[src/rtl/spm_pkg.sv]
// Function
// Each shared pin selectable system or port.
// Reset brings every pin to default function.
// Board holds erase pin low until remapped.
// Debug pins start in debug port mode.
// Pad settings apply in either pin mode; open drain and change detect here act in port mode only.
// High scan select enters boundary-scan operation.
// JTAG port active out of reset.
// Host switch sequence enables serial-wire debug.
// Trace output only while serial-wire active.
// Reset pin bidirectional, drive or receive low.
// Pin reset spares the backup domain.
// Any pulse accepted, output reset stretched.
// Reset pin defaults to input direction.
// Qualified erase returns contents to all ones.
// Erase input debounced on the slow clock.
// Erase highs shorter than 100 ms ignored.
// Erase needs high above 220 ms; the code erases after a 160 ms high.
// Erase pin as output never erases.
// Test input selects test or programming mode.
// One fixed erase threshold inside the window.
// Port lines have independent per-line pad options.
package spm_pkg;
   // ****************************************************
   // Pin selection bit positions
   // ****************************************************
   localparam int unsigned SYSIO_W = 13;       // Width of the selection word.
   localparam int unsigned BIT_TDI = 4;        // Debug data in.
   localparam int unsigned BIT_TDO = 5;        // Debug data out / trace.
   localparam int unsigned BIT_TMS = 6;        // Debug mode select / data.
   localparam int unsigned BIT_TCK = 7;        // Debug clock.
   localparam int unsigned BIT_DM = 10;        // USB data minus.
   localparam int unsigned BIT_DP = 11;        // USB data plus.
   localparam int unsigned BIT_ERASE = 12;     // Erase input.
   // Mask of implemented bits; a 1 in the selection word means port mode.
   localparam logic [12:0] SYSIO_MASK = 13'h1_CF0;
   localparam logic [12:0] SYSIO_RST = 13'h0_000; // All system functions.
   // ****************************************************
   // Timing
   // ****************************************************
   localparam int unsigned SCLK_HZ = 32768;    // Slow clock rate.
   localparam int unsigned IGNORE_MS = 100;    // Highs shorter than this are ignored.
   localparam int unsigned ACCEPT_MS = 220;    // High that surely erases.
   // Threshold at 160 ms, between the two limits, in slow-clock ticks.
   localparam int unsigned ERASE_TICKS = SCLK_HZ * ((IGNORE_MS + ACCEPT_MS) / 2) / 1000;
   localparam int unsigned MCLK_MHZ = 125;     // Master clock rate.
   localparam int unsigned RST_MIN_US = 1;     // Least reset pulse driven out.
   localparam int unsigned RST_CYC = RST_MIN_US * MCLK_MHZ; // Stretch length.
   localparam int unsigned SJ_W = 4;           // Switch-detect state width.
endpackage

[src/rtl/spm_erase_filter.sv]
`timescale 1ns/1ns
module spm_erase_filter #(
   parameter int unsigned TICKS = spm_pkg::ERASE_TICKS // Slow-clock ticks needed.
) (
   input wire logic mclk,      // Master clock.
   input wire logic rst_n,     // Asynchronous reset, active low.
   input wire logic tick,      // One-cycle slow clock tick.
   input wire logic level,     // Qualified erase level.
   output logic fire           // One-cycle pulse when the level held long enough.
);
   import spm_pkg::*;
   // ****************************************************
   // Debounce counter
   // ****************************************************
   logic [23:0] cnt_reg; // Ticks seen high in a row.
   logic done_reg;       // Blocks a second fire within one press.
   // Highs count only on slow ticks, but a low on any master clock cycle restarts the count.
   always_ff @(posedge mclk or negedge rst_n) begin
      if (!rst_n) begin
         cnt_reg <= 24'h00_0000;
         done_reg <= 1'b0;
         fire <= 1'b0;
      end else begin
         fire <= 1'b0;
         if (!level) begin
            // Any low sample restarts the count, so short highs never add up.
            cnt_reg <= 24'h00_0000;
            done_reg <= 1'b0;
         end else if (tick && !done_reg) begin
            if (cnt_reg == 24'(TICKS - 1)) begin
               fire <= 1'b1;
               done_reg <= 1'b1;
            end
            cnt_reg <= cnt_reg + 24'h00_0001;
         end
      end
   end
   a_fire_needs_count: assert property (@(posedge mclk) disable iff (!rst_n)
      fire |-> $past(cnt_reg) == 24'(TICKS - 1) && $past(level))
      else $error("Erase fired before the threshold.");
endmodule

[src/rtl/spm_sysio_ctrl.sv]
`timescale 1ns/1ns
module spm_sysio_ctrl #(
   parameter int unsigned ERASE_TICKS = spm_pkg::ERASE_TICKS // Erase threshold in ticks.
) (
   input wire logic mclk,                        // Master clock, 125 MHz.
   input wire logic rst_n,                       // Asynchronous reset, active low.
   input wire logic sclk_tick,                   // One-cycle pulse per slow clock.
   input wire logic [spm_pkg::SYSIO_W-1:0] sel_wr, // New selection word.
   input wire logic sel_we,                      // Write strobe for the selection.
   input wire logic [spm_pkg::SYSIO_W-1:0] pad_pu, // Per-line pull-up setting.
   input wire logic [spm_pkg::SYSIO_W-1:0] pad_pd, // Per-line pull-down setting.
   input wire logic [spm_pkg::SYSIO_W-1:0] pad_od, // Per-line open-drain setting.
   input wire logic [spm_pkg::SYSIO_W-1:0] pad_gf, // Per-line glitch filter setting.
   input wire logic [spm_pkg::SYSIO_W-1:0] pad_db, // Per-line debounce setting.
   input wire logic [spm_pkg::SYSIO_W-1:0] pad_ic, // Per-line change-detect enable.
   input wire logic [spm_pkg::SYSIO_W-1:0] pin_in, // Pad input levels.
   input wire logic [spm_pkg::SYSIO_W-1:0] port_out, // Port output values.
   input wire logic [spm_pkg::SYSIO_W-1:0] port_oe, // Port output enables.
   input wire logic dbg_tdo, // Debug data out from jtag_debug_port.
   input wire logic dbg_tdo_oe, // Data out enable.
   input wire logic dbg_swdio_out, // Data from serial_wire_debug_port.
   input wire logic dbg_swdio_oe, // Enable for the serial data line.
   input wire logic trace_data, // Async trace stream.
   input wire logic usb_dm_out, // USB minus drive value.
   input wire logic usb_dp_out, // USB plus drive value.
   input wire logic usb_oe, // USB driver enable.
   input wire logic boundary_scan_select, // High selects boundary scan.
   input wire logic test_mode_input, // High selects test/programming mode.
   input wire logic reset_pin_n_in, // Level on the reset pin.
   input wire logic rstc_req, // Internal reset request pulse.
   output logic [spm_pkg::SYSIO_W-1:0] sel_q, // Current selection word.
   output logic [spm_pkg::SYSIO_W-1:0] pin_out, // Pad output values.
   output logic [spm_pkg::SYSIO_W-1:0] pin_oe, // Pad output enables.
   output logic [spm_pkg::SYSIO_W-1:0] pu_en, // Pad pull-up enables.
   output logic [spm_pkg::SYSIO_W-1:0] pd_en, // Pad pull-down enables.
   output logic [spm_pkg::SYSIO_W-1:0] gf_en, // Pad glitch filter enables.
   output logic [spm_pkg::SYSIO_W-1:0] db_en, // Pad debounce enables.
   output logic [spm_pkg::SYSIO_W-1:0] port_in, // Input levels to the port.
   output logic [spm_pkg::SYSIO_W-1:0] port_chg, // Change flags to the port.
   output logic dbg_tck, // Debug clock to the ports.
   output logic dbg_tms, // Mode/data in to the ports.
   output logic dbg_tdi, // Data in to jtag_debug_port.
   output logic swd_active, // Serial-wire port active.
   output logic scan_mode, // Boundary-scan operation.
   output logic test_mode, // Test or fast programming mode.
   output logic core_rst_n, // Core and peripheral reset, low active.
   output logic reset_pin_n_out, // Reset pin drive value.
   output logic reset_pin_n_oe, // Reset pin drive enable.
   output logic erase_req // One-cycle erase to all-ones request.
);
   import spm_pkg::*;
   // ****************************************************
   // Selection register
   // ****************************************************
   logic [SYSIO_W-1:0] sel_reg; // 1 = port line, 0 = system function.
   // Only implemented bits may move; the rest stay in system mode.
   always_ff @(posedge mclk or negedge rst_n) begin
      if (!rst_n) begin
         sel_reg <= SYSIO_RST;
      end else if (sel_we) begin
         sel_reg <= sel_wr & SYSIO_MASK;
      end
   end
   // ****************************************************
   // Debug port switch detect
   // ****************************************************
   // The host sends a long high run on the mode line then a fixed pattern.
   // Here it is reduced to 50 highs then the 16-bit code, LSB first.
   localparam logic [15:0] SWITCH_CODE = 16'hE7_9E;
   logic [5:0] high_cnt_reg; // Consecutive high mode bits.
   logic [4:0] code_cnt_reg; // Code bits matched.
   logic tck_q; // Previous clock sample for edge detection.
   logic swd_reg; // Serial-wire active flag.
   logic tck_rise; // Debug clock rising edge.
   assign tck_rise = dbg_tck && !tck_q;
   always_ff @(posedge mclk or negedge rst_n) begin
      if (!rst_n) begin
         tck_q <= 1'b0;
         high_cnt_reg <= 6'h00;
         code_cnt_reg <= 5'h00;
         swd_reg <= 1'b0;
      end else begin
         tck_q <= dbg_tck;
         if (tck_rise) begin
            if (dbg_tms) begin
               high_cnt_reg <= (high_cnt_reg == 6'h3F) ? high_cnt_reg : high_cnt_reg + 6'h01;
            end else begin
               high_cnt_reg <= 6'h00;
            end
            if (high_cnt_reg >= 6'h32 && code_cnt_reg == 5'h00) begin
               code_cnt_reg <= (dbg_tms == SWITCH_CODE[0]) ? 5'h01 : 5'h00;
            end else if (code_cnt_reg != 5'h00) begin
               if (dbg_tms == SWITCH_CODE[code_cnt_reg[3:0]]) begin
                  code_cnt_reg <= code_cnt_reg + 5'h01;
               end else begin
                  code_cnt_reg <= 5'h00;
               end
            end
         end
         if (code_cnt_reg == 5'h10) begin
            swd_reg <= 1'b1;
            code_cnt_reg <= 5'h00;
         end
      end
   end
   // ****************************************************
   // Pin multiplexer
   // ****************************************************
   logic [SYSIO_W-1:0] sys_out; // System-function drive values.
   logic [SYSIO_W-1:0] sys_oe; // System-function drive enables.
   always_comb begin
      sys_out = '0;
      sys_oe = '0;
      // Trace shares data-out and is offered only with serial-wire debug.
      sys_out[BIT_TDO] = swd_reg ? trace_data : dbg_tdo;
      sys_oe[BIT_TDO] = swd_reg ? 1'b1 : dbg_tdo_oe;
      sys_out[BIT_TMS] = dbg_swdio_out;
      sys_oe[BIT_TMS] = swd_reg & dbg_swdio_oe;
      sys_out[BIT_DM] = usb_dm_out;
      sys_out[BIT_DP] = usb_dp_out;
      sys_oe[BIT_DM] = usb_oe;
      sys_oe[BIT_DP] = usb_oe;
   end
   logic [SYSIO_W-1:0] pin_prev; // Previous pad levels for change flags.
   // Every pad output is registered; pull, glitch filter and debounce options pass in either mode.
   always_ff @(posedge mclk or negedge rst_n) begin
      if (!rst_n) begin
         pin_out <= '0;
         pin_oe <= '0;
         pu_en <= '0;
         pd_en <= '0;
         gf_en <= '0;
         db_en <= '0;
         port_in <= '0;
         port_chg <= '0;
         pin_prev <= '0;
         sel_q <= SYSIO_RST;
      end else begin
         sel_q <= sel_reg;
         for (int i = 0; i < SYSIO_W; i++) begin
            if (sel_reg[i]) begin
               // Open drain drives only lows.
               pin_out[i] <= port_out[i];
               pin_oe[i] <= port_oe[i] & (!pad_od[i] | !port_out[i]);
            end else begin
               pin_out[i] <= sys_out[i];
               pin_oe[i] <= sys_oe[i];
            end
         end
         pu_en <= pad_pu;
         pd_en <= pad_pd;
         gf_en <= pad_gf;
         db_en <= pad_db;
         pin_prev <= pin_in;
         port_in <= pin_in & sel_reg;
         port_chg <= (pin_in ^ pin_prev) & pad_ic & sel_reg;
      end
   end
   // Debug inputs read the pad only while its line is in system mode.
   always_ff @(posedge mclk or negedge rst_n) begin
      if (!rst_n) begin
         dbg_tck <= 1'b0;
         dbg_tms <= 1'b1;
         dbg_tdi <= 1'b1;
         swd_active <= 1'b0;
         scan_mode <= 1'b0;
         test_mode <= 1'b0;
      end else begin
         dbg_tck <= !sel_reg[BIT_TCK] & pin_in[BIT_TCK];
         dbg_tms <= sel_reg[BIT_TMS] | pin_in[BIT_TMS];
         dbg_tdi <= sel_reg[BIT_TDI] | pin_in[BIT_TDI];
         swd_active <= swd_reg;
         scan_mode <= boundary_scan_select;
         test_mode <= test_mode_input;
      end
   end
   // ****************************************************
   // Reset pin
   // ****************************************************
   logic [$clog2(RST_CYC+1)-1:0] rst_cnt_reg; // Stretch counter.
   logic ext_low; // Low on the pin that this block is not driving itself.
   // While the block pulls the pin low it would otherwise see its own drive and
   // restart the stretch forever, so only an undriven low counts as external.
   assign ext_low = !reset_pin_n_in && !reset_pin_n_oe;
   // Any external low on the pin or internal request restarts the stretch; backup
   // domain logic is not fed from core_rst_n.
   always_ff @(posedge mclk or negedge rst_n) begin
      if (!rst_n) begin
         rst_cnt_reg <= '0;
         core_rst_n <= 1'b0;
         reset_pin_n_out <= 1'b0;
         reset_pin_n_oe <= 1'b0;
      end else begin
         if (rstc_req || ext_low) begin
            rst_cnt_reg <= ($bits(rst_cnt_reg))'(RST_CYC);
         end else if (rst_cnt_reg != '0) begin
            rst_cnt_reg <= rst_cnt_reg - ($bits(rst_cnt_reg))'(1);
         end
         core_rst_n <= !(rstc_req || ext_low || rst_cnt_reg != '0);
         reset_pin_n_out <= 1'b0;
         reset_pin_n_oe <= rstc_req || (rst_cnt_reg > 1);
      end
   end
   // ****************************************************
   // Erase path
   // ****************************************************
   logic erase_lvl; // Erase level counted only in system mode.
   logic erase_fire; // Threshold reached.
   assign erase_lvl = !sel_reg[BIT_ERASE] & pin_in[BIT_ERASE];
   spm_erase_filter #(.TICKS(ERASE_TICKS)) u_filt (
      .mclk(mclk),
      .rst_n(rst_n),
      .tick(sclk_tick),
      .level(erase_lvl),
      .fire(erase_fire)
   );
   always_ff @(posedge mclk or negedge rst_n) begin
      if (!rst_n) begin
         erase_req <= 1'b0;
      end else begin
         erase_req <= erase_fire;
      end
   end
   // ****************************************************
   // Checks
   // ****************************************************
   a_port_no_erase: assert property (@(posedge mclk) disable iff (!rst_n)
      $past(sel_reg[BIT_ERASE], 2) && $past(sel_reg[BIT_ERASE]) |-> !erase_req)
      else $error("Erase from a port-mode pin.");
   a_trace_swd_only: assert property (@(posedge mclk) disable iff (!rst_n)
      !$past(swd_reg) && !$past(sel_reg[BIT_TDO]) |-> pin_out[BIT_TDO] == $past(dbg_tdo))
      else $error("Trace used under JTAG.");
   a_reset_stretch: assert property (@(posedge mclk) disable iff (!rst_n)
      rstc_req |=> !core_rst_n [*8])
      else $error("Reset not stretched.");
   a_sel_write: assert property (@(posedge mclk) disable iff (!rst_n)
      sel_we |=> sel_reg == ($past(sel_wr) & SYSIO_MASK))
      else $error("Selection write lost.");
   a_scan_follow: assert property (@(posedge mclk) disable iff (!rst_n)
      ##1 scan_mode == $past(boundary_scan_select))
      else $error("Scan select not followed.");
endmodule

[config.mk]
export PLATFORM = sky130hd
export DESIGN_NAME = spm_sysio_ctrl
export DESIGN_NICKNAME = d
export VERILOG_FILES = /design/src/rtl/spm_pkg.sv /design/src/rtl/spm_erase_filter.sv /design/src/rtl/spm_sysio_ctrl.sv
export SDC_FILE = /design/constraint.sdc
export NUM_CORES = 1
export LEC_CHECK = 0
export ABC_AREA = 0
export BUFFER_PORTS_ARGS = -buffer_cell sky130_fd_sc_hd__clkbuf_2
export CORE_AREA = 3 3 106 133
export CTS_CLUSTER_DIAMETER = 60
export CTS_CLUSTER_SIZE = 24
export DETAILED_ROUTE_END_ITERATION = 16
export DIE_AREA = 0 0 109 136
export PLACE_DENSITY_LB_ADDON = 0.15
export SYNTH_ARGS = -nofsm -noshare
export SYNTH_HDL_FRONTEND = slang
export SYNTH_HIERARCHICAL = 1
export SYNTH_SLANG_ARGS = --single-unit
[constraint.sdc]
create_clock -name mclk -period 2.6 [get_ports mclk]
set_clock_uncertainty 0.15 [all_clocks]
set_input_delay 0.52 -clock mclk [delete_from_list [all_inputs] [get_ports mclk]]
set_output_delay 0.52 -clock mclk [all_outputs]
set_load 0.05 [all_outputs]
=== Yosys cells after proc, flatten, opt, wreduce, memory -nomap -nowiden ===
Memories as Yosys holds them, arrays and structs flattened.
Index checks and enable logic that the tools add are counted.

* Bits in registers: 174
* Latch bits: 0
* Memory bits (writable): 0
* Memory bits (read-only): 16
* Bits of input ports: 146
* Output and inout port bits: 127
* Logic and storage cells: 138
* Memories kept: 1

{| class="wikitable"
|+ Memory list
! name !! depth !! width !! read ports !! clocked after memory_dff !! write ports !! RTL line !! RTL
|-
| (no name shown) || 16 || 1 || 1 || 0 || 0 || spm_sysio_ctrl.sv:93 || <nowiki>if (dbg_tms == SWITCH_CODE[code_cnt_reg[3:0]]) begin</nowiki>
|}

* $add $sub $neg: 4
* Multipliers: 0
* Div/mod/pow operators: 0
* $lt $le $gt $ge: 3
* Equal/unequal tests: 7
* Shift-type cells: 0
* Muxes and demuxes: 35
* Bitwise gates (word level): 23
* Reductions and logical operators: 37

{| class="wikitable"
|+ Operators with widths
! operator !! number
|-
| $mux W24 || 2
|-
| $and A13 B13 Y13 || 3
|-
| $mux W5 || 5
|-
| $add A24 B1 Y24 const B || 1
|-
| $eq A24 B13 Y1 const B || 1
|-
| $mux W1 || 24
|-
| $logic_not A1 Y1 || 21
|-
| $mux W7 || 2
|-
| $xor A13 B13 Y13 || 1
|-
| $mux W6 || 2
|-
| $and A1 B1 Y1 || 10
|-
| $or A1 B1 Y1 || 9
|-
| $gt A7 B1 Y1 const B || 1
|-
| $reduce_bool A7 Y1 || 1
|-
| $sub A7 B1 Y7 const B || 1
|-
| $add A6 B1 Y6 const B || 1
|-
| $eq A6 B6 Y1 const B || 1
|-
| $ge A6 B6 Y1 const B || 1
|-
| $ne A2 B2 Y1 const B || 3
|-
| $reduce_and A2 Y1 || 3
|-
| $add A5 B1 Y5 const B || 1
|-
| $eq A5 B5 Y1 const B || 1
|-
| $logic_not A5 Y1 || 1
|-
| $lt A4 B5 Y1 const B || 1
|-
| other kinds (6) || 12
|}

=== Longest topological paths before layout ===
* Word-level depth: 8
* Mapped depth: 7
* Gate-level depth less buffers: 7

=== Hierarchy ===
The synthesis kept the hierarchy.

{| class="wikitable"
|+ By module, submodules not included
! module !! instances !! cells each !! area each (sq um) !! seq. area each (sq um)
|-
| spm_sysio_ctrl || 1 || 338 || 4609.4 || 3255.6
|-
| spm_erase_filter || 1 || 147 || 1416.4 || 650.6
|}

=== Worst setup path before layout ===
Ideal clock, no wire load.

* Path type: input to register
* Start point: input sclk_tick
* End point: register u_filt.cnt_reg[18]
* Library setup time: 0.078 ns
* Arrival time: 1.839 ns
* Required time: 2.372 ns
* Slack: 0.534 ns
* Stages: 4
* Path buffers: 0
* Path through: nand4b_1 -> or4_4 -> or4_1 -> a21oi_1

* Longest elaborated chain between the ends: 2

{| class="wikitable"
|+ RTL lines
! item !! RTL line !! RTL
|-
| from (decl) || spm_sysio_ctrl.sv:7 || <nowiki>input wire logic sclk_tick,</nowiki>
|-
| $logic_and A1 B1 Y1 || spm_erase_filter.sv:29 || <nowiki>end else if (tick && !done_reg) begin</nowiki>
|-
| $ne A2 B2 Y1 (no source line) || n/a ||
|-
| to (signal assigned) || spm_erase_filter.sv:34 || <nowiki>cnt_reg <= cnt_reg + 24'h00_0001;</nowiki>
|-
| to (decl) || spm_erase_filter.sv:15 || <nowiki>logic [23:0] cnt_reg;</nowiki>
|}

No other way between the ends.
A chain may end at the register's enable or synchronous reset.

=== Worst setup path in the final report ===
* Start point: register u_filt.done_reg
* End point: register u_filt.cnt_reg[18]

* Longest elaborated chain between the ends: 3

{| class="wikitable"
|+ RTL lines
! item !! RTL line !! RTL
|-
| from (decl) || spm_erase_filter.sv:16 || <nowiki>logic done_reg;</nowiki>
|-
| from (signal assigned) || spm_erase_filter.sv:21 || <nowiki>done_reg <= 1'b0;</nowiki>
|-
| from (signal assigned) || spm_erase_filter.sv:28 || <nowiki>done_reg <= 1'b0;</nowiki>
|-
| from (signal assigned) || spm_erase_filter.sv:32 || <nowiki>done_reg <= 1'b1;</nowiki>
|-
| $logic_not A1 Y1 || spm_erase_filter.sv:29 ||
|-
| $logic_and A1 B1 Y1 || spm_erase_filter.sv:29 ||
|-
| $ne A2 B2 Y1 (no source line) || n/a ||
|}

No other way between the ends.

==> results.ini <==
[synthesis]
yosys-top-cells-area = dfrtp_1 64%, buf_4 3.9%, nand2_1 2.4%
synth_top_family_by_area = simple AND/OR/NAND/NOR gates
synth-simple-area-share_pct = 15.0
async_reset_ff_share_pct = 100
synthXorXnorAreaFrac_pct = 3.05
yosys.area.top_type = dfrtp_1
post-synth-top-count-cell = dfrtp_1
synthFlopType = dfrtp_1
synth_cell_types = 51
yosysWarnings = 6
syn_area_sq_um = 6030
synth_cells = 485
synth_edf_count = 0
synth_top_area_share_pct = 64.0
synthTopCellsByCount = 154 x dfrtp_1, 38 x nand2_1, 31 x buf_4
synthAdderAreaFrac_pct = 1.87
synth.area.mux_share_pct = 3.26
ys_seq_elements = 156
avgSynthCellArea_sq_um = 12.4
synth_compound_area_share_pct = 6.10
yosysSeqAreaShare_pct = 64.8

[setup_path]
start_kind = register
reg2reg_slack_ps = 370
crit_fanout = 16
critPathCaptureType = register
path_class = reg -> reg
cp_data_arrival_time_ps = 2400
required_ps = 2770

[global_routing]
use_met3_pct = 6.37
grt_overflow = 0
antenna_found_initial = 0
track_usage_pct = 18.9
met1_usage_pct = 21.5
grt_first_pass_wirelength_um = 21600
grt.busiest_layer = met2
grt_start_max_net_pins = 52
met2_usage_pct = 33.3
first_global_vias = 4457

[sta]
finalSetupViolations = 0
hold_violations = 0
period_needed_ps = 2230
max_slew_margin_pct = 55.4
tns_ps = 0
worst_pin_slew_ps = 668
slew_violations = 0
fmaxAchievable_ghz = 0.449
rsz0062_at_grt = false
period_share_pct = 85.8
whs_ps = 51.8

[routing]
drc = 0
drt_iter0_markers = 204
avgRoutedWirePerCell_um = 15.4
first_pass_iters = 5
antenna_left = 0
via_per_inst = 4.93
via_count = 4360
wl_um = 13600

[placement]
dpl_cell_area_sq_um = 7140
place_hpwl_um = 10200
port_buffers = 205
gp_congestion = 0.826
place_inst = 852

[finish]
final_area_sq_um = 7710
antenna_cells = 0
drive_gt1_share_pct = 37.7
final_cells = 885
synthToLayoutAreaGrowth_pct = 27.9
largest_reg_flops = 24
final_nets = 859

[clocking]
cts_hold_buf = 1
cts_sinks = 156
clock_path_buffers = 2
htree_levels = 4
cts_tree = built
cts_buffers = 17
cts_root_buf = clkbuf_16
clk_pin_slew_ps = 70
insertion_delay_ps = 420
ctsResizeCount = 0
cts_post_setup_buffers_inserted = 0

[die]
rows = 46
core_area_sq_um = 12800
dieArea_sq_um = 14800
die_x_um = 109
pin_count = 273
initial_core_util_pct = 46.9
fp.dieH_um = 136

[run_status]
outcome = complete, no violations

[power]
ir_drop_mv = 0.428
p_leak_nw = 3.80
finalPower_mw = 5.94
p_per_area_nw_per_um2 = 771

[run]
cap_viol_max_count = 0

[min_path]
hold_path_class = in -> reg

layout by cell type (no fill, tap or decap), types with 7 or more instances in the layout:
master and instances:
inv_1 12, nand4_1 10, xor2_1 13, and3_1 14, xnor2_1 8, nand3_1 19
nor3_1 7, and2_1 11, ha_1 9, nand2_1 38, clkbuf_16 17, dfrtp_1 154
a21oi_1 21, nor2_1 19, mux2_2 10, conb_1 31, mux2i_1 7, nor4_1 7
clkbuf_2 204, o21ai_0 19
metrics by stage:
step                      worst slack (ps)  utilization (%)
final                                  370             60.1
after global routing                   266             60.1
after CTS                              365             60.1
after detailed placement               225             55.6
after global placement                 272             55.6
after floorplan                        534                -
worst max-delay path, cell delays in order (launching register included):
cell and delay [ps]:
dfrtp_1 410, nand4b_1 230, or4_4 660, or4_1 530
a21oi_1 180
cell families (layout without fill, tap and decap cells):
kind of cell,after synthesis,count (layout)
AO/OA/AOI/OAI,61,61
XOR/XNOR,21,21
adder cells (fa/ha/maj),9,9
buffers and inverters,55,257
flip-flops,156,156
multiplexers,18,18
other,1,31
AND/OR/NAND/NOR,164,164
worst paths after layout:
kind,depth (start not counted),endpoint,start
worst min register to register,0,erase_req$_DFF_PN0_,u_filt/fire$_DFF_PN0_
max in group asynchronous,3,gf_en[2]$_DFF_PN0_,rst_n
worst max register to register,4,u_filt/cnt_reg[18]$_DFFE_PN0P_,u_filt/done_reg$_DFFE_PN0P_
min in group asynchronous,2,pu_en[10]$_DFF_PN0_,rst_n
worst max-delay path,4,u_filt/cnt_reg[18]$_DFFE_PN0P_,u_filt/done_reg$_DFFE_PN0P_
worst min-delay path,1,pd_en[12]$_DFF_PN0_,pad_pd[12]
report_power, final:
part           internal [mW]  switching (mW)
clock network           1.26            1.04
registers               2.58           0.102
logic                  0.259           0.706
layer usage:
metal | wire (um) | share of wire, %
met4 | 102 | 0.75
met5 | 0 | 0
met1 | 5190 | 38
met2 | 7340 | 54
met3 | 1000 | 7.4
area by class of cell:
class	count	area (sq um)
multi-input combinational	304	1880
sequential	156	3910
clock buffer	18	429
tap	168	210
clock inverter	14	129
inverter	12	45.0
timing repair buffer	213	1110
fill	1047	5130
Note: power is estimated with default switching activity, not from simulation.
